<file path="src/drh_pkg.sv">
package drh_pkg;
  // ----------------------------------------------------------------
  // register map (byte addresses on the apb bus)
  // ----------------------------------------------------------------
  localparam int ADDR_W = 8;
  localparam logic [7:0] ADDR_CTRL = 8'h00;
  localparam logic [7:0] ADDR_STATUS = 8'h04;
  localparam logic [7:0] ADDR_DEV_ALARM = 8'h08;
  localparam logic [7:0] ADDR_DEV_WARN = 8'h0c;
  localparam logic [7:0] ADDR_HIST_SEL = 8'h10;
  localparam logic [7:0] ADDR_HIST_DATA = 8'h14;
  localparam logic [7:0] ADDR_HIST_COUNT = 8'h18;
  // ctrl bits, write one to act, always read as zero
  localparam int CTRL_RESET_BIT = 0;
  localparam int CTRL_ABS_CLEAR_BIT = 1;
  localparam int CTRL_HIST_CLEAR_BIT = 2;
  // status fields
  localparam int ST_CODE_LSB = 0;
  localparam int ST_GEN_BIT = 8;
  localparam int ST_ABS_BIT = 9;
  localparam int ST_WARN_BIT = 10;
  localparam int ST_CNT_LSB = 12;
  // ----------------------------------------------------------------
  // alarm codes and blink counts
  // ----------------------------------------------------------------
  localparam int DEV_W = 16;
  localparam logic [15:0] DEV_ALARM_RST = 16'h0400;
  localparam logic [15:0] DEV_WARN_RST = 16'h0300;
  localparam logic [7:0] CODE_DEV = 8'h10;
  localparam logic [7:0] CODE_DEV_OFF = 8'h12;
  localparam logic [3:0] BLINK_DEV = 4'h4;
  localparam logic [3:0] BLINK_OVT = 4'h7;
  localparam int HIST_DEPTH = 10;
  localparam int SYNC_W = 5;
  // ----------------------------------------------------------------
  // led timing
  // ----------------------------------------------------------------
  localparam int CLK_PERIOD_NS = 5;
  localparam int BLINK_HALF_NS = 200000000;
  localparam int BLINK_GAP_NS = 1000000000;
  localparam int BLINK_HALF_CYC = BLINK_HALF_NS / CLK_PERIOD_NS;
  localparam int BLINK_GAP_CYC = BLINK_GAP_NS / CLK_PERIOD_NS;
  typedef enum logic [3:0] {
    BL_IDLE = 4'b0001,
    BL_ON = 4'b0010,
    BL_OFF = 4'b0100,
    BL_GAP = 4'b1000
  } drh_blink_state_t;
endpackage : drh_pkg

</file>
<file path="src/drh_alarm_handler.sv">
`timescale 1ns/1ps
// Function
// - alarm drops flag, stops motor, starts led
// - led blinks code-specific count, overtravel seven
// - clear input falling edge clears alarm
// - serial reset command clears alarm likewise
// - abs error cleared only by own path
// - keep ten newest alarms, drop oldest
// - history readable, erased by maintenance command
// - warning raised before alarm threshold
// - deviation over threshold with current on
// - current-on during off-deviation warning alarms
module drh_alarm_handler #(
  parameter int unsigned BLINK_HALF = drh_pkg::BLINK_HALF_CYC,
  parameter int unsigned BLINK_GAP = drh_pkg::BLINK_GAP_CYC,
  parameter logic [7:0] CODE_OVT = 8'h66,
  parameter logic [7:0] CODE_ABS = 8'h65,
  parameter logic [3:0] BLINK_DEV_OFF = 4'h4,
  parameter logic [3:0] BLINK_ABS = 4'h7
) (
  input wire logic clk,
  input wire logic reset,
  input wire logic ce,
  input wire logic psel,
  input wire logic penable,
  input wire logic pwrite,
  input wire logic [drh_pkg::ADDR_W-1:0] paddr,
  input wire logic [31:0] pwdata,
  output logic [31:0] prdata,
  output logic pready,
  output logic pslverr,
  input wire logic fault_clear_input,
  input wire logic abs_position_clear_input,
  input wire logic current_on,
  input wire logic overtravel_input,
  input wire logic abs_error_input,
  input wire logic [drh_pkg::DEV_W-1:0] position_deviation,
  output logic fault_flag_output,
  output logic motor_stop,
  output logic warning_output,
  output logic alarm_led
);
  import drh_pkg::*;

  function automatic logic fell(input logic prev, input logic cur);
    fell = prev & ~cur;
  endfunction : fell

  function automatic logic [3:0] code_blinks(input logic [7:0] code);
    if (code == CODE_DEV) code_blinks = BLINK_DEV;
    else if (code == CODE_DEV_OFF) code_blinks = BLINK_DEV_OFF;
    else if (code == CODE_OVT) code_blinks = BLINK_OVT;
    else code_blinks = BLINK_ABS;
  endfunction : code_blinks

  // ----------------------------------------------------------------
  // pin synchronisers
  // ----------------------------------------------------------------
  logic [SYNC_W-1:0] sync1;
  logic [SYNC_W-1:0] sync2;
  logic [SYNC_W-1:0] sync3;
  wire [SYNC_W-1:0] pins = {abs_error_input, overtravel_input, current_on,
                            abs_position_clear_input, fault_clear_input};

  always_ff @(posedge clk) begin
    if (reset) begin
      sync1 <= '0;
      sync2 <= '0;
      sync3 <= '0;
    end else if (ce) begin
      sync1 <= pins;
      sync2 <= sync1;
      sync3 <= sync2;
    end
  end

  wire clr_fall = fell(sync3[0], sync2[0]);
  wire pclr_fall = fell(sync3[1], sync2[1]);
  wire cur_on = sync2[2];
  wire cur_on_rise = sync2[2] & ~sync3[2];
  wire ovt_fault = sync2[3];
  wire abs_fault = sync2[4];

  // ----------------------------------------------------------------
  // apb slave
  // ----------------------------------------------------------------
  logic [15:0] dev_alarm;
  logic [15:0] dev_warn_thr;
  logic [3:0] hist_sel;
  logic [3:0] hist_count;
  logic [7:0] hist [0:HIST_DEPTH-1];
  logic gen_active;
  logic abs_active;
  logic [7:0] gen_code;

  wire access = psel & penable & ~pready;
  wire wr_fire = psel & penable & pready & pwrite;
  wire a_ctrl = (paddr == ADDR_CTRL);
  wire a_dev_alarm = (paddr == ADDR_DEV_ALARM);
  wire a_dev_warn = (paddr == ADDR_DEV_WARN);
  wire a_hist_sel = (paddr == ADDR_HIST_SEL);
  wire mapped = a_ctrl | a_dev_alarm | a_dev_warn | a_hist_sel | (paddr == ADDR_STATUS)
                | (paddr == ADDR_HIST_DATA) | (paddr == ADDR_HIST_COUNT);
  wire cmd_reset = wr_fire & a_ctrl & pwdata[CTRL_RESET_BIT];
  wire cmd_abs_clear = wr_fire & a_ctrl & pwdata[CTRL_ABS_CLEAR_BIT];
  wire hist_clr = wr_fire & a_ctrl & pwdata[CTRL_HIST_CLEAR_BIT];
  wire [7:0] cur_code = abs_active ? CODE_ABS : gen_code;
  wire [7:0] hist_word = (hist_sel < hist_count) ? hist[hist_sel] : 8'h00;
  wire [31:0] status_word = (32'(cur_code) << ST_CODE_LSB) | (32'(gen_active) << ST_GEN_BIT)
                            | (32'(abs_active) << ST_ABS_BIT) | (32'(warning_output) << ST_WARN_BIT)
                            | (32'(hist_count) << ST_CNT_LSB);
  wire [31:0] next_prdata = (paddr == ADDR_STATUS) ? status_word :
                            a_dev_alarm ? 32'(dev_alarm) :
                            a_dev_warn ? 32'(dev_warn_thr) :
                            a_hist_sel ? 32'(hist_sel) :
                            (paddr == ADDR_HIST_DATA) ? 32'(hist_word) :
                            (paddr == ADDR_HIST_COUNT) ? 32'(hist_count) : 32'h0;

  always_ff @(posedge clk) begin
    if (reset) begin
      pready <= 1'b0;
      pslverr <= 1'b0;
      prdata <= 32'h0;
      dev_alarm <= DEV_ALARM_RST;
      dev_warn_thr <= DEV_WARN_RST;
      hist_sel <= 4'h0;
    end else if (ce) begin
      pready <= access;
      pslverr <= access & ~mapped;
      if (access && !pwrite) prdata <= next_prdata;
      if (wr_fire && a_dev_alarm) dev_alarm <= pwdata[15:0];
      if (wr_fire && a_dev_warn) dev_warn_thr <= pwdata[15:0];
      if (wr_fire && a_hist_sel) hist_sel <= pwdata[3:0];
    end
  end

  // ----------------------------------------------------------------
  // fault detection and latching
  // ----------------------------------------------------------------
  logic off_warn_q;
  wire dev_over = cur_on & (position_deviation > dev_alarm);
  wire dev_warn = position_deviation > dev_warn_thr;
  wire off_warn = ~cur_on & dev_warn;
  wire con_rise = cur_on_rise & off_warn_q;
  wire gen_fault = dev_over | con_rise | ovt_fault;
  wire [7:0] fault_code = dev_over ? CODE_DEV : con_rise ? CODE_DEV_OFF : CODE_OVT;
  // abs error is left out of the ordinary clear on purpose
  wire gen_clear = clr_fall | cmd_reset;
  wire abs_clear = pclr_fall | cmd_abs_clear;
  // a fault seen in the clear cycle wins, so no event is dropped
  wire next_gen = gen_fault | (gen_active & ~gen_clear);
  wire next_abs = abs_fault | (abs_active & ~abs_clear);
  wire new_gen = gen_fault & ~gen_active;
  wire new_abs = abs_fault & ~abs_active;
  wire log_push = new_gen | new_abs;
  wire [7:0] log_code = new_abs ? CODE_ABS : fault_code;

  always_ff @(posedge clk) begin
    if (reset) begin
      off_warn_q <= 1'b0;
      gen_active <= 1'b0;
      abs_active <= 1'b0;
      gen_code <= 8'h00;
      fault_flag_output <= 1'b1;
      motor_stop <= 1'b0;
      warning_output <= 1'b0;
    end else if (ce) begin
      off_warn_q <= off_warn;
      gen_active <= next_gen;
      abs_active <= next_abs;
      if (new_gen) gen_code <= fault_code;
      fault_flag_output <= ~(next_gen | next_abs);
      motor_stop <= next_gen | next_abs;
      warning_output <= dev_warn | off_warn;
    end
  end

  // ----------------------------------------------------------------
  // alarm history, newest at index zero
  // ----------------------------------------------------------------
  always_ff @(posedge clk) begin
    if (reset) begin
      hist_count <= 4'h0;
      for (int i = 0; i < HIST_DEPTH; i++) hist[i] <= 8'h00;
    end else if (ce) begin
      if (log_push) begin
        hist[0] <= log_code;
        for (int i = 1; i < HIST_DEPTH; i++) hist[i] <= hist[i-1];
        if (hist_clr) hist_count <= 4'h1;
        else if (hist_count != 4'(HIST_DEPTH)) hist_count <= hist_count + 4'h1;
      end else if (hist_clr) begin
        hist_count <= 4'h0;
      end
    end
  end

  drh_blinker #(
    .HALF_CYC(BLINK_HALF),
    .GAP_CYC(BLINK_GAP)
  ) u_blinker (
    .clk(clk),
    .reset(reset),
    .ce(ce),
    .active(gen_active | abs_active),
    .count(code_blinks(cur_code)),
    .led(alarm_led)
  );
endmodule : drh_alarm_handler

</file>
<file path="src/drh_blinker.sv">
`timescale 1ns/1ps
module drh_blinker #(
  parameter int unsigned HALF_CYC = drh_pkg::BLINK_HALF_CYC,
  parameter int unsigned GAP_CYC = drh_pkg::BLINK_GAP_CYC
) (
  input wire logic clk,
  input wire logic reset,
  input wire logic ce,
  input wire logic active,
  input wire logic [3:0] count,
  output logic led
);
  import drh_pkg::*;

  drh_blink_state_t state;
  drh_blink_state_t next_state;
  logic [31:0] timer;
  logic [3:0] blinks;
  logic [3:0] count_q;
  wire half_done = (timer == 32'(HALF_CYC - 1));
  wire gap_done = (timer == 32'(GAP_CYC - 1));
  wire last_blink = (blinks == count_q);

  // ----------------------------------------------------------------
  // sequence control
  // ----------------------------------------------------------------
  always_comb begin
    next_state = state;
    case (state)
      BL_IDLE: if (active && count != 4'h0) next_state = BL_ON;
      BL_ON: if (half_done) next_state = BL_OFF;
      BL_OFF: if (half_done) next_state = last_blink ? BL_GAP : BL_ON;
      BL_GAP: if (gap_done) next_state = BL_IDLE;
      default: next_state = BL_IDLE;
    endcase
    // a cleared alarm stops the pattern at once
    if (!active) next_state = BL_IDLE;
  end

  always_ff @(posedge clk) begin
    if (reset) begin
      state <= BL_IDLE;
      timer <= 32'h0;
      blinks <= 4'h0;
      count_q <= 4'h0;
      led <= 1'b0;
    end else if (ce) begin
      state <= next_state;
      timer <= (next_state != state) ? 32'h0 : timer + 32'h1;
      // count is frozen per sequence so a code change never cuts a pattern short
      if (state == BL_IDLE) count_q <= count;
      // one count per finished lit phase, so the last off phase sees the full count
      if (state == BL_IDLE) blinks <= 4'h0;
      else if (state == BL_ON && next_state == BL_OFF) blinks <= blinks + 4'h1;
      led <= (next_state == BL_ON);
    end
  end
endmodule : drh_blinker

</file>
<file path="config.mk">
export PLATFORM = sky130hd
export DESIGN_NAME = drh_alarm_handler
export DESIGN_NICKNAME = d
export VERILOG_FILES = /design/src/drh_pkg.sv /design/src/drh_alarm_handler.sv /design/src/drh_blinker.sv
export SDC_FILE = /design/constraint.sdc
export NUM_CORES = 1
export LEC_CHECK = 0
export ABC_AREA = 1
export BUFFER_PORTS_ARGS = -buffer_cell sky130_fd_sc_hd__buf_2
export CORE_UTILIZATION = 25
export CTS_CLUSTER_DIAMETER = 150
export DETAILED_ROUTE_END_ITERATION = 8
export PLACE_DENSITY = 0.45
export SYNTH_ARGS = -nofsm -noshare
export SYNTH_HDL_FRONTEND = slang
export SYNTH_SLANG_ARGS = --single-unit
</file>
<file path="constraint.sdc">
create_clock -name clk -period 8.79 [get_ports clk]
set_input_delay 0.879 -clock clk [delete_from_list [all_inputs] [get_ports clk]]
set_output_delay 0.879 -clock clk [all_outputs]
set_load 0.01 [all_outputs]
</file>
# --- Yosys cells after proc, flatten, opt, wreduce, memory -nomap -nowiden ---
# Memories as Yosys holds them, arrays and structs flattened. A register that Yosys moved wholly into a read port is not among the register bits.
# Index checks and enable logic that the tools add are counted.
word_totals:
  regBits: 146
  ram_bits: 80
  inputBits: 67
  output_inout_bits: 38
  wordCells: 173
  mem_count: 1
mem_list:
  columns: ["name", "depth", "word_bits", "rd", "rd_ports_with_merged_regs", "write_ports", "line", "rtl"]
  rows:
  - ["hist", 10, 8, 10, 1, 10, "drh_alarm_handler.sv:91", "logic [7:0] hist [0:HIST_DEPTH-1];"]
op_classes:
  addsub: 3
  order_cmp: 3
  eq_ne: 19
  mux: 45
  n_bitwise: 60
  n_reduce_logical: 20
ops:
  columns: ["op", "count"]
  rows:
  - ["$mux 8", 14]
  - ["$mux 4", 15]
  - ["$mux 16", 3]
  - ["$eq 8x5->1 const B", 5]
  - ["$add 32x1->32 const B", 1]
  - ["$eq 32x26->1 const B", 1]
  - ["$eq 32x28->1 const B", 1]
  - ["$gt 16x16->1", 2]
  - ["$mux 32", 1]
  - ["$or 1x1->1", 26]
  - ["$mux 7", 3]
  - ["$and 1x1->1", 19]
  - ["$eq 8x4->1 const B", 2]
  - ["$or 11x16->16", 1]
  - ["$pmux 4 s4", 1]
  - ["$reduce_and 2->1", 7]
  - ["$not 1->1", 11]
  - ["$or 10x11->11", 1]
  - ["$or 9x10->10", 1]
  - ["$or 8x9->9", 1]
  - ["$add 4x1->4 const B", 2]
  - ["$eq 4x2->1 const B", 2]
  - ["$eq 4x3->1 const B", 2]
  - ["$eq 8x3->1 const B", 1]
  - ["14 further kinds", 27]

# --- Logic depth before layout (Yosys ltp) ---
depth:
  word_depth: 13
  depth_mapped: 17
  depth_no_buf: 17

# --- By module ---
# A second synthesis with hierarchy kept.
unflattened:
  cells_unflattened: 1200
  hier_area_um2: 9058.7
modules_own_cells:
  columns: ["mod", "instances", "cells_per_inst", "area_per_inst_um2"]
  rows:
  - ["drh_alarm_handler", 1, 802, 6379.9]
  - ["drh_blinker", 1, 398, 2678.8]

# --- Worst setup path after synthesis ---
# OpenSTA, ideal clock, no wires.
synth_timing:
  path_kind: "in2reg"
  from: "input position_deviation[15] (netlist name)"
  to: "memory hist[0][0] (enable)"
  t_arrival_ps: 4892
  required_ps: 8297
  slack_ps: 3405
  cell_stages: 13
  path_cell_list: "ha_1 -> nand2_1 -> nor2_1 -> nand2_1 -> nor2_1 -> nand2_1 -> nand4_1 -> nand2_1 -> nand3_1 -> nand2_1 -> nand2_1 -> inv_1 -> o21ai_0"
synth_lines:
  columns: ["item", "line", "rtl"]
  rows:
  - ["start: declaration", "drh_alarm_handler.sv:37", "input wire logic [drh_pkg::DEV_W-1:0] position_deviation,"]
  - ["end: declaration", "drh_alarm_handler.sv:91", null]

# --- Worst setup path after layout ---
layout_timing:
  from: "input ce"
  to: "register prdata[6]"
layout_via:
  elab_chain_len: 1
layout_rtl:
  columns: ["item", "line", "rtl"]
  rows:
  - ["start: declaration", "drh_alarm_handler.sv:23", "input wire logic ce,"]
  - ["$reduce_and 2->1 (no source line)", null, null]
  - ["end signal: assignment", "drh_alarm_handler.sv:130", "if (access && !pwrite) prdata <= next_prdata;"]
  - ["end: declaration", "drh_alarm_handler.sv:29", "output logic [31:0] prdata,"]
# Every way passes these cells.
# A chain may end at the register's enable or synchronous reset.

==> metrics.md <==
| Metric | Value |
|---|---|
| RSZ-0062 raised after global routing | `false` |
| Cell Area, Synth | `8880 um2` |
| Cells after DPL | `about 1700` |
| Clock-pin slew on the worst setup and hold paths | `0.07 ns` |
| Vias in the first global route | `slightly above 7000` |
| Final nets | `1326` |
| Fin cells | `1688` |
| Pre-CTS setup slack | `4.36 ns` |
| Clk sink count | `167` |
| Placer Congestion | `0.779` |
| Worst skew pair latency | `about 0.44 ns` |
| Final Cycle Share | `44.0%` |
| Core area | `34700 um2` |
| Postcts setup bufs | `0` |
| Initial Util | `25.6%` |
| Antenna-violating nets left | `0` |
| Setup Skew | `0.0121 ns` |
| Fmax | `258 MHz` |
| Max FO, Critical Path | `40` |
| Post-synth EDFFs | `40` |
| Tmin final | `3.87 ns` |
| DRT Pass-1 Iters | `4` |
| Die Y-Extent | `roughly 190 um` |
| Num CTS Buffers | `17` |
| Mapped Avg Cell Area | `7.64 um2` |
| ANT cells | `0` |
| Cell Rows | `68` |
| Max cap viols | `0` |
| DRT iter0 DRCs | `441` |
| Grt total ovfl | `0` |
| Fillers | `3806` |
| R2R setup slack | `5.59 ns` |
| Placed Instance Area | `~9600 um2` |
| IO buf count | `72` |
| Synth warn | `0` |
| Primary FF master, synth | `dfxtp_1` |
| Max-slew headroom | `25.7%` |
| Register area share after synthesis | `42.2%` |
| Worst Path Required | `9.16 ns` |
| Routed via count | `7394` |
| Setup Total Neg Slack | `0 ns` |
| CP Capture Type | `register` |
| Crit path kind | `in -> reg` |
| Worst Setup Start Kind | `input port` |
| Worst setup path start | `ce` |
| Maximum vdd drop | `0.000134 V` |
| P_leak | `4.09 nW` |
| DRC viols | `0` |
| R2r worst-path depth | `9` |
| Yosys top cell by area | `dfxtp_1` |
| Clk buf depth | `2` |
| Antenna violations before repair | `0` |
| First-pass GRT wire length | `37400 um` |
| Layout area overhead | `14.3%` |
| Final core occ | `between 20 and 30%` |
| Actual slew at the worst max-slew pin | `1.11 ns` |
| Area contributors post-synth | `dfxtp_1 29%, edfxtp_1 14%, inv_1 7.4%` |
| Hold Path Class | `reg -> reg` |
| I/O pins | `about 110` |
| Htree depth | `4` |
| Crit path to | `prdata[6]` |
| Final worst setup slack | `just under 5 ns` |
| Drt total wl | `~23000 um` |
| CTS root buffer | `clkbuf_16` |
| Cell area after layout | `10200 um2` |
| DPL Wire Length | `17000 um` |
| Pin count of the biggest net entering global routing | `64` |
| FF-to-FF Start | `pready` |
| CTS tree | `yes` |
| Hold-fix buffers at CTS | `0` |
| Distinct cell type count after synthesis | `56` |
| Share of the synthesized area in the top cell type | `28.6%` |
| Finish-stage setup viols | `0` |
| Area of the die | `36300 um2` |
| Average vias per placed instance | `4.38` |
| Post-synth ARST share | `0%` |
| Post-CTS sizing | `0` |
| Share of cells above drive strength 1 | `14.7%` |
| Max-slew violation count | `0` |
| Final hold viol count | `0` |
| Die width | `between 150 and 200 um` |
| R2r endpoint | `prdata[6]` |
| Register bit total from synthesis | `about 170` |
| WL/cell | `13.8 um` |
| GRT Total Usage | `about an eighth` |
| Status | `finished clean` |
| Arr. time, crit path | `around 4.2 ns` |
| Synth Instances | `1162` |
| Pwr Density | `165 nW/um2` |
-- stage by stage --
step	hold WS, ns	power [mW]
after global placement	0.441	0.999
after CTS	0.450	1.70
final	0.447	1.68
after floorplan	0.427	0.955
after detailed placement	0.440	1.00
after global routing	0.473	1.76
-- cells in the final DEF, fill, tap and decap left out, types with 8 or more instances in the layout --
master	Yosys	routed
nor2_1	124	124
o221ai_1	9	9
nor3_1	13	13
a21oi_1	128	128
nor2_2	36	36
xor2_1	16	16
clkbuf_16	0	17
inv_1	176	175
nand3_1	56	56
dfxtp_1	127	127
edfxtp_1	40	40
nand2_1	168	168
inv_2	7	8
nand4_1	13	13
ha_1	39	39
conb_1	1	16
o21ai_0	88	87
buf_2	3	72
-- worst max-delay path, stage by stage --
cell and delay [ns]:
buf_2 0.61, nand2_1 0.16, nor2_1 0.86, inv_1 0.49, nor2_1 0.35, clkinv_1 0.41, a21oi_1 0.24, nand2_1 0.09
a21oi_1 0.11
-- state kept, by name, summed over array words and instances, names as in the netlist, 2 cells and up, named ones only --
register and cells:
dev_warn_thr 16, prdata 16, sync2 5, u_blinker.count_q 2, u_blinker.timer 32, u_blinker.blinks 4
sync1 5, hist_count 4, u_blinker.state 4, sync3 3, dev_alarm 16, hist 40
hist_sel 4, gen_code 3
-- power by group --
group,internal [mW],switching (mW),leakage (nW)
sequential,0.815,0.0145,1.45
combinational,0.0469,0.104,2.39
clock,0.363,0.332,0.251
-- cells by family after synthesis --
group	Yosys count	synth area share (%)
compound gates	255	15.7
xor+xnor	20	1.97
fa+ha+maj	39	5.50
buf+inv	239	11.2
flops	167	42.2
other cells	1	0.0422
simple gates	441	23.5
-- synth_stat cells (2+ instances only) --
library cell  instances
a211oi_1              2
a21oi_1             128
buf_2                 3
buf_4                17
buf_6                 4
clkbuf_1             29
clkinv_1              2
dfxtp_1             127
edfxtp_1             40
ha_1                 39
inv_1               176
inv_2                 7
nand2_1             168
nand2_2               5
nand3_1              56
nand3_4               2
nand4_1              13
nand4_2               2
nor2_1              124
nor2_2               36
nor2_4                7
nor3_1               13
nor3_2                2
nor3b_1               2
nor4_1                2
o211ai_1              7
o21a_1                2
o21ai_0              88
o221ai_1              9
o22ai_1               5
or2_2                 2
xnor2_1               4
xor2_1               16
-- worst min path at each step --
stage | startpoint | endpoint | slack (ns) | cells after the start
final | gen_code[5] | gen_code[5] | 0.45 | 2
after global routing | dev_alarm[14] | prdata[14] | 0.47 | 2
after CTS | gen_code[5] | gen_code[5] | 0.45 | 2
after detailed placement | gen_code[5] | gen_code[5] | 0.44 | 2
after global placement | gen_code[5] | gen_code[5] | 0.44 | 2
after floorplan | gen_code[5] | gen_code[5] | 0.43 | 2
-- area by class of cell --
cell class,instances,area (um2),share of cell area (%)
well taps,455,569,5.61
flip-flops and latches,167,3740,36.9
multi-input cells,771,4210,41.5
repair buffers,78,405,3.99
clock inverters,14,101,0.998
clock buffers,18,429,4.23
inverters,185,694,6.84
-- per-layer routing --
layer	vias up	track usage [%]	wire length, um
li1	3891	-	-
met1	3401	16.9	11300
met5	-	0	0
met2	86	22.4	11000
met4	0	3.66	220
met3	16	2.61	665
Note: power is estimated with default switching activity, not from simulation.
